File: src/design/sync_rx_pkg.sv
// constants and types shared by the synchronous serial receiver
package sync_rx_pkg;

    // *******************************************************
    // register byte offsets on the bus
    // *******************************************************
    localparam logic [7:0] OFS_RCV_STATUS = 8'h00;
    localparam logic [7:0] OFS_XMT_STATUS = 8'h04;
    localparam logic [7:0] OFS_RX_CHAR = 8'h08;
    localparam logic [7:0] OFS_PERIPH_FLAGS = 8'h0c;
    localparam logic [7:0] OFS_IRQ_ENABLES = 8'h10;
    localparam logic [7:0] OFS_BAUD_DIV = 8'h14;

    // *******************************************************
    // field positions
    // *******************************************************
    localparam int RS_SERIAL_PORT_ENABLE = 7;
    localparam int RS_RX9 = 6;
    localparam int RS_SINGLE_RECEIVE_ENABLE = 5;
    localparam int RS_CONTINUOUS_RECEIVE_ENABLE = 4;
    localparam int RS_ADDRESS_DETECT_ENABLE = 3;
    localparam int RS_OVERRUN_ERROR_FLAG = 1;
    localparam int RS_NINTH_RECEIVED_BIT = 0;
    localparam int TS_CLOCK_SOURCE_MASTER = 7;
    localparam int TS_TX9 = 6;
    localparam int TS_TXEN = 5;
    localparam int TS_SYNC = 4;
    localparam int TS_HIGH_SPEED_BAUD_SELECT = 2;
    localparam int TS_TRMT = 1;
    localparam int TS_TX9D = 0;
    localparam int PF_RX_FLAG = 5;
    localparam int PE_RX_IRQ_EN = 5;

    // *******************************************************
    // reset values and sizes
    // *******************************************************
    localparam logic [7:0] RCV_STATUS_RST = 8'h00;
    localparam logic [7:0] XMT_STATUS_RST = 8'h02;
    localparam logic [7:0] IRQ_ENABLES_RST = 8'h00;
    localparam logic [7:0] BAUD_DIV_RST = 8'h00;
    localparam int FIFO_DEPTH = 2;
    localparam logic [3:0] BITS_SHORT = 4'h8;
    localparam logic [3:0] BITS_LONG = 4'h9;

    typedef struct packed {
        logic ninth;
        logic [7:0] low;
    } rx_char_t;

endpackage

File: src/design/sync_serial_receiver.sv
// receive path of a half-duplex synchronous serial port with apb registers
//
// Local design decisions: register access over APB and the placing of the registers.
`timescale 1ns/1ps
`default_nettype none
// Summary of operation
// - master receive keeps the data line driver off
// - master reception starts when single or continuous receive enable is set, slave reception only on continuous
// - single receive makes one character of clocks, then clears itself
// - continuous receive keeps clocking characters until cleared or until overrun sets
// - clearing continuous receive mid character with single receive clear stops clock, drops partial
// - both enables set: single clears after first character, continuous goes on
// - data sampled on trailing clock edge into the shift register
// - full character sets receive flag and enters two-deep fifo
// - received character register shows low eight bits of oldest entry
// - receive flag stays set while the fifo holds any character
// - slave mode turns clock driver off and shifts on external clock
// - data changes on leading edge, one bit per clock cycle
// - third character with full fifo sets overrun, keeps stored two
// - during overrun fifo stays readable, no new characters accepted
// - overrun clears by data read in single mode, continuous clear otherwise
// - clearing port enable resets the unit and its overrun
// - nine-bit mode shifts nine bits, ninth bit of oldest entry visible
// - receive flag with its enable set raises the interrupt request
// - master drives the shift clock, one cycle per data bit
module sync_serial_receiver (
    input wire logic ref_clk_in,
    input wire logic reset_n_in,
    input wire logic psel_in,
    input wire logic penable_in,
    input wire logic pwrite_in,
    input wire logic [7:0] paddr_in,
    input wire logic [31:0] pwdata_in,
    output logic [31:0] prdata_out,
    output logic pready_out,
    output logic pslverr_out,
    input wire logic data_line_pin_in,
    output logic data_line_pin_out,
    output logic data_line_pin_oe_n_out,
    input wire logic clock_line_pin_in,
    output logic clock_line_pin_out,
    output logic clock_line_pin_oe_n_out,
    output logic irq_out
);
    import sync_rx_pkg::*;

    // *******************************************************
    // helpers
    // *******************************************************
    function automatic logic [3:0] char_bits(input logic nine);
        char_bits = nine ? BITS_LONG : BITS_SHORT;
    endfunction

    function automatic logic [9:0] half_period(input logic [7:0] div, input logic fast);
        half_period = fast ? {2'h0, div} : {1'h0, div, 1'h1};
    endfunction

    // *******************************************************
    // state declarations
    // *******************************************************
    logic serial_port_enable_q, rx9_q, single_receive_enable_q, continuous_receive_enable_q, address_detect_enable_q;
    logic clock_source_master_q, tx9_q, txen_q, sync_q, high_speed_baud_select_q, tx9d_q;
    logic rx_irq_en_q;
    logic [7:0] baud_q;
    logic overrun_error_flag_q, overrun_error_flag_single_q;
    logic data_s1_q, data_s2_q, clk_s1_q, clk_s2_q, clk_s3_q;
    logic [9:0] half_cnt_q;
    logic mclk_q;
    logic [3:0] bit_cnt_q;
    rx_char_t shift_q;
    rx_char_t fifo_q [FIFO_DEPTH];
    logic rd_ptr_q, wr_ptr_q;
    logic [1:0] count_q;
    logic flag_q;
    logic [31:0] prdata_q;
    logic pready_q, pslverr_q;
    logic irq_q, clk_oe_n_q;

    // *******************************************************
    // bus decode
    // *******************************************************
    logic access_w, done_acc, wr_w, rd_w;
    logic hit_w;
    logic wr_rcv, wr_xmt, wr_ie, wr_baud, pop_w;
    assign access_w = psel_in && penable_in && !pready_q;
    assign done_acc = psel_in && penable_in && pready_q;
    assign wr_w = done_acc && pwrite_in;
    assign rd_w = done_acc && !pwrite_in;
    assign hit_w = (paddr_in == OFS_RCV_STATUS) || (paddr_in == OFS_XMT_STATUS) ||
                   (paddr_in == OFS_RX_CHAR) || (paddr_in == OFS_PERIPH_FLAGS) ||
                   (paddr_in == OFS_IRQ_ENABLES) || (paddr_in == OFS_BAUD_DIV);
    assign wr_rcv = wr_w && (paddr_in == OFS_RCV_STATUS);
    assign wr_xmt = wr_w && (paddr_in == OFS_XMT_STATUS);
    assign wr_ie = wr_w && (paddr_in == OFS_IRQ_ENABLES);
    assign wr_baud = wr_w && (paddr_in == OFS_BAUD_DIV);
    assign pop_w = rd_w && (paddr_in == OFS_RX_CHAR) && (count_q != 2'h0);

    // *******************************************************
    // receive control
    // *******************************************************
    logic master_w, slave_w, m_run, s_run, rx_run;
    logic m_fall, s_fall, sample_w, done_w, push_w, over_w;
    rx_char_t char_w;
    assign master_w = serial_port_enable_q && sync_q && clock_source_master_q;
    assign slave_w = serial_port_enable_q && sync_q && !clock_source_master_q;
    assign m_run = master_w && (single_receive_enable_q || continuous_receive_enable_q) && !overrun_error_flag_q;
    assign s_run = slave_w && continuous_receive_enable_q && !overrun_error_flag_q;
    assign rx_run = m_run || s_run;
    assign m_fall = m_run && (half_cnt_q == 10'h000) && mclk_q;
    assign s_fall = clk_s3_q && !clk_s2_q;
    assign sample_w = m_run ? m_fall : (s_run && s_fall);
    assign done_w = sample_w && (bit_cnt_q == char_bits(rx9_q) - 4'h1);
    assign push_w = done_w && ((count_q != 2'(FIFO_DEPTH)) || pop_w);
    assign over_w = done_w && (count_q == 2'(FIFO_DEPTH)) && !pop_w;

    always_comb
    begin
        char_w = shift_q;
        if (bit_cnt_q == BITS_LONG - 4'h1)
        begin
            char_w.ninth = data_s2_q;
        end
        else
        begin
            char_w.low[bit_cnt_q[2:0]] = data_s2_q;
        end
        if (!rx9_q)
        begin
            char_w.ninth = 1'h0;
        end
    end

    // *******************************************************
    // pin synchronisers
    // *******************************************************
    always_ff @(posedge ref_clk_in or negedge reset_n_in)
    begin
        if (!reset_n_in)
        begin
            data_s1_q <= 1'h0;
            data_s2_q <= 1'h0;
            clk_s1_q <= 1'h0;
            clk_s2_q <= 1'h0;
            clk_s3_q <= 1'h0;
        end
        else
        begin
            data_s1_q <= data_line_pin_in;
            data_s2_q <= data_s1_q;
            clk_s1_q <= clock_line_pin_in;
            clk_s2_q <= clk_s1_q;
            clk_s3_q <= clk_s2_q;
        end
    end

    // *******************************************************
    // configuration registers
    // *******************************************************
    always_ff @(posedge ref_clk_in or negedge reset_n_in)
    begin
        if (!reset_n_in)
        begin
            serial_port_enable_q <= RCV_STATUS_RST[RS_SERIAL_PORT_ENABLE];
            rx9_q <= RCV_STATUS_RST[RS_RX9];
            continuous_receive_enable_q <= RCV_STATUS_RST[RS_CONTINUOUS_RECEIVE_ENABLE];
            address_detect_enable_q <= RCV_STATUS_RST[RS_ADDRESS_DETECT_ENABLE];
            clock_source_master_q <= XMT_STATUS_RST[TS_CLOCK_SOURCE_MASTER];
            tx9_q <= XMT_STATUS_RST[TS_TX9];
            txen_q <= XMT_STATUS_RST[TS_TXEN];
            sync_q <= XMT_STATUS_RST[TS_SYNC];
            high_speed_baud_select_q <= XMT_STATUS_RST[TS_HIGH_SPEED_BAUD_SELECT];
            tx9d_q <= XMT_STATUS_RST[TS_TX9D];
            rx_irq_en_q <= IRQ_ENABLES_RST[PE_RX_IRQ_EN];
            baud_q <= BAUD_DIV_RST;
        end
        else
        begin
            if (wr_rcv)
            begin
                serial_port_enable_q <= pwdata_in[RS_SERIAL_PORT_ENABLE];
                rx9_q <= pwdata_in[RS_RX9];
                continuous_receive_enable_q <= pwdata_in[RS_CONTINUOUS_RECEIVE_ENABLE];
                address_detect_enable_q <= pwdata_in[RS_ADDRESS_DETECT_ENABLE];
            end
            if (wr_xmt)
            begin
                clock_source_master_q <= pwdata_in[TS_CLOCK_SOURCE_MASTER];
                tx9_q <= pwdata_in[TS_TX9];
                txen_q <= pwdata_in[TS_TXEN];
                sync_q <= pwdata_in[TS_SYNC];
                high_speed_baud_select_q <= pwdata_in[TS_HIGH_SPEED_BAUD_SELECT];
                tx9d_q <= pwdata_in[TS_TX9D];
            end
            if (wr_ie)
            begin
                rx_irq_en_q <= pwdata_in[PE_RX_IRQ_EN];
            end
            if (wr_baud)
            begin
                baud_q <= pwdata_in[7:0];
            end
        end
    end

    // single receive: software write wins over the self clear
    always_ff @(posedge ref_clk_in or negedge reset_n_in)
    begin
        if (!reset_n_in)
        begin
            single_receive_enable_q <= RCV_STATUS_RST[RS_SINGLE_RECEIVE_ENABLE];
        end
        else if (wr_rcv)
        begin
            single_receive_enable_q <= pwdata_in[RS_SINGLE_RECEIVE_ENABLE];
        end
        else if (done_w && m_run)
        begin
            single_receive_enable_q <= 1'h0;
        end
    end

    // *******************************************************
    // master shift clock generator
    // *******************************************************
    always_ff @(posedge ref_clk_in or negedge reset_n_in)
    begin
        if (!reset_n_in)
        begin
            half_cnt_q <= 10'h000;
            mclk_q <= 1'h0;
        end
        else if (!m_run)
        begin
            half_cnt_q <= half_period(baud_q, high_speed_baud_select_q);
            mclk_q <= 1'h0;
        end
        else if (half_cnt_q == 10'h000)
        begin
            half_cnt_q <= half_period(baud_q, high_speed_baud_select_q);
            mclk_q <= !mclk_q;
        end
        else
        begin
            half_cnt_q <= half_cnt_q - 10'h001;
        end
    end

    // *******************************************************
    // shift register
    // *******************************************************
    always_ff @(posedge ref_clk_in or negedge reset_n_in)
    begin
        if (!reset_n_in)
        begin
            bit_cnt_q <= 4'h0;
            shift_q <= '0;
        end
        else if (!rx_run)
        begin
            bit_cnt_q <= 4'h0;
            shift_q <= '0;
        end
        else if (done_w)
        begin
            bit_cnt_q <= 4'h0;
            shift_q <= '0;
        end
        else if (sample_w)
        begin
            bit_cnt_q <= bit_cnt_q + 4'h1;
            shift_q <= char_w;
        end
    end

    // *******************************************************
    // receive fifo
    // *******************************************************
    always_ff @(posedge ref_clk_in or negedge reset_n_in)
    begin
        if (!reset_n_in)
        begin
            rd_ptr_q <= 1'h0;
            wr_ptr_q <= 1'h0;
            count_q <= 2'h0;
            fifo_q[0] <= '0;
            fifo_q[1] <= '0;
        end
        else if (!serial_port_enable_q)
        begin
            rd_ptr_q <= 1'h0;
            wr_ptr_q <= 1'h0;
            count_q <= 2'h0;
        end
        else
        begin
            if (push_w)
            begin
                fifo_q[wr_ptr_q] <= char_w;
                wr_ptr_q <= !wr_ptr_q;
            end
            if (pop_w)
            begin
                rd_ptr_q <= !rd_ptr_q;
            end
            if (push_w && !pop_w)
            begin
                count_q <= count_q + 2'h1;
            end
            else if (pop_w && !push_w)
            begin
                count_q <= count_q - 2'h1;
            end
        end
    end

    // *******************************************************
    // overrun
    // *******************************************************
    always_ff @(posedge ref_clk_in or negedge reset_n_in)
    begin
        if (!reset_n_in)
        begin
            overrun_error_flag_q <= 1'h0;
            overrun_error_flag_single_q <= 1'h0;
        end
        else if (!serial_port_enable_q)
        begin
            overrun_error_flag_q <= 1'h0;
        end
        else if (over_w)
        begin
            overrun_error_flag_q <= 1'h1;
            overrun_error_flag_single_q <= single_receive_enable_q && !continuous_receive_enable_q;
        end
        else if (overrun_error_flag_q && overrun_error_flag_single_q && rd_w && (paddr_in == OFS_RX_CHAR))
        begin
            overrun_error_flag_q <= 1'h0;
        end
        else if (overrun_error_flag_q && !overrun_error_flag_single_q && !continuous_receive_enable_q)
        begin
            overrun_error_flag_q <= 1'h0;
        end
    end

    // *******************************************************
    // flag, interrupt and pin drivers
    // *******************************************************
    always_ff @(posedge ref_clk_in or negedge reset_n_in)
    begin
        if (!reset_n_in)
        begin
            flag_q <= 1'h0;
            irq_q <= 1'h0;
            clk_oe_n_q <= 1'h1;
        end
        else
        begin
            flag_q <= (count_q != 2'h0);
            irq_q <= (count_q != 2'h0) && rx_irq_en_q;
            clk_oe_n_q <= !master_w;
        end
    end

    // *******************************************************
    // apb answer
    // *******************************************************
    always_ff @(posedge ref_clk_in or negedge reset_n_in)
    begin
        if (!reset_n_in)
        begin
            pready_q <= 1'h0;
            pslverr_q <= 1'h0;
            prdata_q <= 32'h0000_0000;
        end
        else
        begin
            pready_q <= access_w;
            pslverr_q <= access_w && !hit_w;
            if (access_w && !pwrite_in)
            begin
                prdata_q <= 32'h0000_0000;
                case (paddr_in)
                    OFS_RCV_STATUS:
                    begin
                        prdata_q[RS_SERIAL_PORT_ENABLE] <= serial_port_enable_q;
                        prdata_q[RS_RX9] <= rx9_q;
                        prdata_q[RS_SINGLE_RECEIVE_ENABLE] <= single_receive_enable_q;
                        prdata_q[RS_CONTINUOUS_RECEIVE_ENABLE] <= continuous_receive_enable_q;
                        prdata_q[RS_ADDRESS_DETECT_ENABLE] <= address_detect_enable_q;
                        prdata_q[RS_OVERRUN_ERROR_FLAG] <= overrun_error_flag_q;
                        prdata_q[RS_NINTH_RECEIVED_BIT] <= fifo_q[rd_ptr_q].ninth;
                    end
                    OFS_XMT_STATUS:
                    begin
                        prdata_q[TS_CLOCK_SOURCE_MASTER] <= clock_source_master_q;
                        prdata_q[TS_TX9] <= tx9_q;
                        prdata_q[TS_TXEN] <= txen_q;
                        prdata_q[TS_SYNC] <= sync_q;
                        prdata_q[TS_HIGH_SPEED_BAUD_SELECT] <= high_speed_baud_select_q;
                        prdata_q[TS_TRMT] <= 1'h1;
                        prdata_q[TS_TX9D] <= tx9d_q;
                    end
                    OFS_RX_CHAR: prdata_q[7:0] <= fifo_q[rd_ptr_q].low;
                    OFS_PERIPH_FLAGS: prdata_q[PF_RX_FLAG] <= (count_q != 2'h0);
                    OFS_IRQ_ENABLES: prdata_q[PE_RX_IRQ_EN] <= rx_irq_en_q;
                    OFS_BAUD_DIV: prdata_q[7:0] <= baud_q;
                    default: prdata_q <= 32'h0000_0000;
                endcase
            end
        end
    end

    assign prdata_out = prdata_q;
    assign pready_out = pready_q;
    assign pslverr_out = pslverr_q;
    assign data_line_pin_out = 1'h0;
    assign data_line_pin_oe_n_out = 1'h1;
    assign clock_line_pin_out = mclk_q;
    assign clock_line_pin_oe_n_out = clk_oe_n_q;
    assign irq_out = irq_q;
endmodule // sync_serial_receiver
`default_nettype wire

File: config.mk
export PLATFORM = sky130hd
export DESIGN_NAME = sync_serial_receiver
export DESIGN_NICKNAME = d
export VERILOG_FILES = /design/src/design/sync_rx_pkg.sv /design/src/design/sync_serial_receiver.sv
export SDC_FILE = /design/constraint.sdc
export NUM_CORES = 1
export LEC_CHECK = 0
export BUFFER_PORTS_ARGS = -buffer_cell sky130_fd_sc_hd__buf_2
export CORE_UTILIZATION = 55
export CTS_BUF_LIST = sky130_fd_sc_hd__clkbuf_16
export DETAILED_ROUTE_END_ITERATION = 6
export PLACE_DENSITY = 0.83
export SLEW_MARGIN = 10
export SYNTH_ARGS = -nofsm -noshare
export SYNTH_HDL_FRONTEND = slang
export SYNTH_SLANG_ARGS = --single-unit
File: constraint.sdc
create_clock -name ref_clk_in -period 5.3 [get_ports ref_clk_in]
set_input_delay 1.06 -clock ref_clk_in [delete_from_list [all_inputs] [get_ports ref_clk_in]]
set_output_delay 1.06 -clock ref_clk_in [all_outputs]
set_load 0.02 [all_outputs]
; ---- Word-level counts from Yosys, hierarchy flattened
; Cells that the tools add are included.
[totals]
reg_bits = 85
latch_bits = 0
mem_bits_rw = 0
romBits = 0
inputBits = 47
out_inout_bits = 39
elab_cells = 176
mem_count = 0
[classes]
addsub = 5
mul = 0
div_mod_pow = 0
magnitude_cmp = 5
n_eq_ne = 15
shift = 0
n_mux = 44
bitwise_logic = 2
reduce_logical = 68
[op_table]
columns = cell, n
row1 = 2-to-1 mux 9 bit, 8
row2 = logical AND 1 bit, 40
row3 = 2-to-1 mux 10 bit, 2
row4 = bitwise mux 18 bit, 1
row5 = 2-to-1 mux 1 bit, 17
row6 = "equality test 8 x 4 -> 1 bit, second input constant", 2
row7 = "equality test 8 x 5 -> 1 bit, second input constant", 2
row8 = case mux 2 bit (4 select lines), 2
row9 = logical NOT 1 bit, 14
row10 = 2-to-1 mux 4 bit, 3
row11 = logical NOT 10 bit, 1
row12 = "subtractor 10 x 1 -> 10 bit, second input constant", 1
row13 = demux 9 bit (select 1 bit), 1
row14 = bitwise mux 8 bit, 1
row15 = "equality test 8 x 3 -> 1 bit, second input constant", 1
row16 = logical NOT 8 bit, 1
row17 = logical OR 1 bit, 8
row18 = 2-to-1 mux 8 bit, 1
row19 = 2-to-1 mux 2 bit, 3
row20 = "inequality test 2 x 1 -> 1 bit, second input constant", 3
row21 = "inequality test 3 x 1 -> 1 bit, second input constant", 2
row22 = case mux 1 bit (3 select lines), 2
row23 = case mux 1 bit (6 select lines), 1
row24 = "adder 4 x 1 -> 4 bit, second input constant", 1
row25 = 17 further kinds, 21

; ---- Depth between registers and ports, before layout
[logic_depth]
word_depth = 14
depth_mapped = 9
mapped_depth_nobuf = 8

; ---- Least setup slack after synthesis
; No wires, ideal clock.
[synth_timing]
kind = input to register
from = input paddr_in[0]
to = register fifo_q[0] (netlist name)
setup_time_ps = 125
arrival_ps = 2894
t_required_ps = 5175
path_slack_ps = 2282
path_stages = 5
path_buffers = 0
path_cell_list = or4_1 nor4_1 nor3b_1 nor3_4 mux2_2
[synth_between]
elab_chain_len = 6
[synth_rtl]
columns = element, line_no
row1 = "start, declared", sync_serial_receiver.sv:32  ; input wire logic [7:0] paddr_in,
row2 = equality test 8 x 4 -> 1 bit, sync_serial_receiver.sv:96  ; assign pop_w = rd_w && (paddr_in == OFS_RX_CHAR) && (count_q != 2'h0);
row3 = logical AND 1 bit (2 in a row), sync_serial_receiver.sv:96
row4 = logical OR 1 bit, sync_serial_receiver.sv:113  ; assign push_w = done_w && ((count_q != 2'(FIFO_DEPTH)) || pop_w);
row5 = logical AND 1 bit, sync_serial_receiver.sv:113
row6 = AND reduction 2 bit (no line), --
row7 = "end signal, assigned by index", sync_serial_receiver.sv:298  ; fifo_q[wr_ptr_q] <= char_w;
row8 = "end, declared", sync_serial_receiver.sv:71  ; rx_char_t fifo_q [FIFO_DEPTH];
; No other way between the ends.
; A chain may end at the register's enable or synchronous reset.

; ---- Worst setup path after layout
[layout_timing]
from = input paddr_in[3]
to = register fifo_q[7] (netlist name)
; The elaborated chain is that of the path after synthesis.

==> summary.txt <==
Timing
  – Clock Skews: 0.006031 ns
  – Slew Viols, Final: 0
  – Endpoints failing setup: 0
  – Achievable frequency: 0.3088 GHz
  – Final period util: 61.10%
  – Slew Limit Headroom: 31.16%
  – RSZ-0062 raised after global routing: no
  – Setup TNS: 0 ns
  – Setup ws final: 2.062 ns
  – Hold Vio Cnt, Final: 0
  – Slew @ Worst Pin: 1.033 ns
  – Min cycle time layout: 3.238 ns

Worst hold path
  – Hold path cells: 0
  – Type of the worst min-delay path: flop to flop
  – Hold EP: clk_s2_q$_DFF_PN0_
  – HP Start: clk_s1_q$_DFF_PN0_

Cells and area
  – Commonest non-fill, non-tap cells in the layout: 84 x dfrtp_1, 51 x mux2_2, 38 x nor2_1, 34 x buf_2, 27 x nand2_1
  – Area Overhead vs Synth: 10.35%
  – Antenna cells: 0
  – Design Area, Final: 0.004882 mm²
  – Nets: 488
  – Filler Cell Count: 610
  – Core Util, Final: 62.85%
  – FF/Latch Area: 0.002128 mm²
  – Most common cell after layout, fill and taps aside: dfrtp_1
  – Share of post-route cells with drive strength above 1: 25.34%
  – Multi-input gate area: 0.002098 mm²

Place
  – Final Wtd Congestion: 0.8153
  – Placed Area: 0.004573 mm²
  – # port buffers: 35
  – Setup WS pre-CTS: 1.729 ns
  – DP HPWL: 6124 µm

Synthesis
  – Unique masters post-synth: 50
  – Syn_area_per_cell: 10.84 µm²
  – Cells after Synth: 408
  – Yosys reg bits: 85
  – Yosys warns: 0
  – Fraction of registers with async set/reset: 100.0%
  – EDFF count, synth: 0
  – Post-synthesis sequential area ratio: 48.11%
  – Mapped cell area: 0.004424 mm²
  – Primary FF master, synth: dfrtp_1

Job
  – Max-Cap Viols: 0

Floorplan
  – Chip Width: 91.69 µm
  – Starting Density: 56.96%
  – Die Y: 91.69 µm
  – Core area: 0.007767 mm²
  – Row count: 32
  – Die area: 0.008407 mm²
  – Top Ports: 86

Setup path
  – Crit path cell chain: buf_2, or4b_1, nor4_1, nor3b_1, nor3_4, mux2_2
  – R2r endpoint: fifo_q[17]$_DFFE_PN0P_
  – Critical path depth: 6
  – R2R Path Start: half_cnt_q[0]$_DFF_PN0_
  – WP buf/inv: 1
  – CP max FO: 20
  – WP data required: 5.52 ns
  – Crit path DAT: 3.46 ns
  – CP Capture Type: flop
  – Worst path slowest cell: or4b_1
  – Worst R2R Path Depth: 8
  – Top cell family by delay on the critical path: simple AND/OR/NAND/NOR gates
  – Worst setup SP type: primary input
  – Internal reg-to-reg setup slack: 2.52 ns
  – Worst Setup Path Type: primary input to flop
  – Max stage delay on crit path: 0.47 ns

Drt
  – Final wirelength: 8712 µm
  – Wirelength per Cell: 16.01 µm
  – Mean number of vias per cell: 5.524
  – Post-detailed-route DRC marker count: 0
  – DR pass1 iterations: 4
  – Initial DRC Count: 166
  – Via count: 3,005
  – Antenna viol nets, final: 0

Run status
  – Status: finished clean

Clock tree
  – Max Root-Sink Buffers: 2
  – Clock root buffer: clkbuf_16
  – Clock Latency Late Sink: 0.33 ns
  – Hold buffers post-CTS: 0
  – Post-CTS resize count: 0
  – Clock tree sinks: 85
  – Reg clk slew, reported paths: 0.06 ns
  – Cts bufs inserted: 9
  – CTS tree: done
  – Max H-tree Level: 3
  – Setup bufs post-CTS: 0

Power and ir drop
  – Logic pwr share: 4.4%
  – Clock Power Share: 47.8%
  – P_int: 1.073 mW
  – Peak VDD IR: 140.2 µV
  – Switch share: 21.80%
  – Switching pwr: 299.1 µW
  – Static leakage: 2.301 nW
  – Cell Pwr Density: 281.0 mW/mm²
  – Reg power frac: 47.8%

GRT
  – GRT Residual Overflow: 0
  – Vias in the first global route: 2,992
  – Antenna violations before repair: 0
  – Largest net degree at the start of global routing: 86
  – First-pass GRT wire length: 14,390 µm
  – All-Layer GR Usage: 22.02%
## power groups by stage
| stage | clock [mW] | sequential [mW] | combinational (mW) |
|---|---|---|---|
| after CTS | 0.665 | 0.656 | 0.0607 |
| final | 0.656 | 0.656 | 0.0603 |
| after floorplan | 0 | 0.668 | 0.0474 |
| after global routing | 0.689 | 0.656 | 0.0668 |
| after global placement | 0 | 0.667 | 0.0589 |
| after detailed placement | 0 | 0.668 | 0.0605 |
## through the flow
| step | cells | power, mW | hold WS, ns |
|---|---|---|---|
| floorplan | 432 | 0.7154 | 0.3312 |
| global route | 544 | 1.412 | 0.3668 |
| detailed placement | 528 | 0.7283 | 0.3411 |
| CTS | 544 | 1.382 | 0.3550 |
| finish | 544 | 1.372 | 0.3527 |
| global placement | 528 | 0.7264 | 0.3349 |
## final cells by class
type	count	area share [%]
multi-input cells	297	42.98
clock inverters	7	1.717
clock buffers	9	4.613
inverters	7	0.5382
repair buffers	37	3.947
well taps	102	2.614
flip-flops and latches	85	43.59
## worst max path at each step
stage	endpoint	from	slack, ns
floorplan	fifo_q[0]$_DFFE_PN0P_	paddr_in[0]	2.28
global placement	fifo_q[3]$_DFFE_PN0P_	paddr_in[3]	1.80
detailed placement	fifo_q[7]$_DFFE_PN0P_	paddr_in[3]	1.73
CTS	fifo_q[7]$_DFFE_PN0P_	paddr_in[3]	2.10
global route	fifo_q[17]$_DFFE_PN0P_	paddr_in[3]	1.96
finish	fifo_q[7]$_DFFE_PN0P_	paddr_in[3]	2.06
## sequential cells by signal, indices dropped and copies added, names as in the netlist, 2 cells and up
signal      flops
half_cnt_q     10
count_q         2
fifo_q         18
prdata_out      8
bit_cnt_q       4
baud_q          8
shift_q         9
## per-layer routing
metal / vias up / routed length [µm] / global-route usage (%)
met2: 67 / 4522 / 38.28
met5: - / 0 / 0
li1: 1437 / - / -
met3: 12 / 346 / 4.063
met1: 1489 / 3748 / 28.05
met4: 0 / 95 / 6.641
## synth_stat cells (all sizes together) (2+ instances only)
cell type  count  area, µm²
a21o           2      16.27
a21oi         25      125.1
a22o           3      26.28
a22oi          4      30.03
a31oi          3      18.77
and2           2      12.51
buf           29      209.0
clkbuf        14      52.55
conb           2      7.510
dfrtp         84       2102
ha             4      50.05
inv            7      26.28
mux2          51      574.3
mux2i         19      190.2
nand2         27      101.4
nand2b         6      37.54
nand3          6      30.03
nand3b         4      30.03
nand4b         2      17.52
nor2          38      142.6
nor2b          7      43.79
nor3           8      73.82
nor3b         11      82.58
nor4           4      25.02
o211ai         2      28.78
o21ai         13      65.06
o31ai          2      15.01
or2            2      12.51
or4            2      18.77
or4b           2      20.02
xnor2          6      52.55
xor2           5      43.79
## cells by family after synthesis
kind of cell / after synthesis / share of synthesized area, %
AND/OR/NAND/NOR: 124 / 15.47
flip-flops: 85 / 48.11
multiplexers: 71 / 17.79
AO/OA/AOI/OAI: 61 / 8.654
buffers and inverters: 50 / 6.505
XOR/XNOR: 11 / 2.178
adder cells (fa/ha/maj): 4 / 1.131
other: 2 / 0.1697
## worst reg2reg max path, stage by stage, from the launching register on
cell and delay, ns:
dfrtp_1 0.38, inv_1 0.13, ha_1 0.16, or4b_1 0.48
nor3_4 0.23, a21o_2 0.20, o211ai_4 0.17, nor3_4 0.51
mux2_2 0.40
Power figures use the tool's default switching activity.
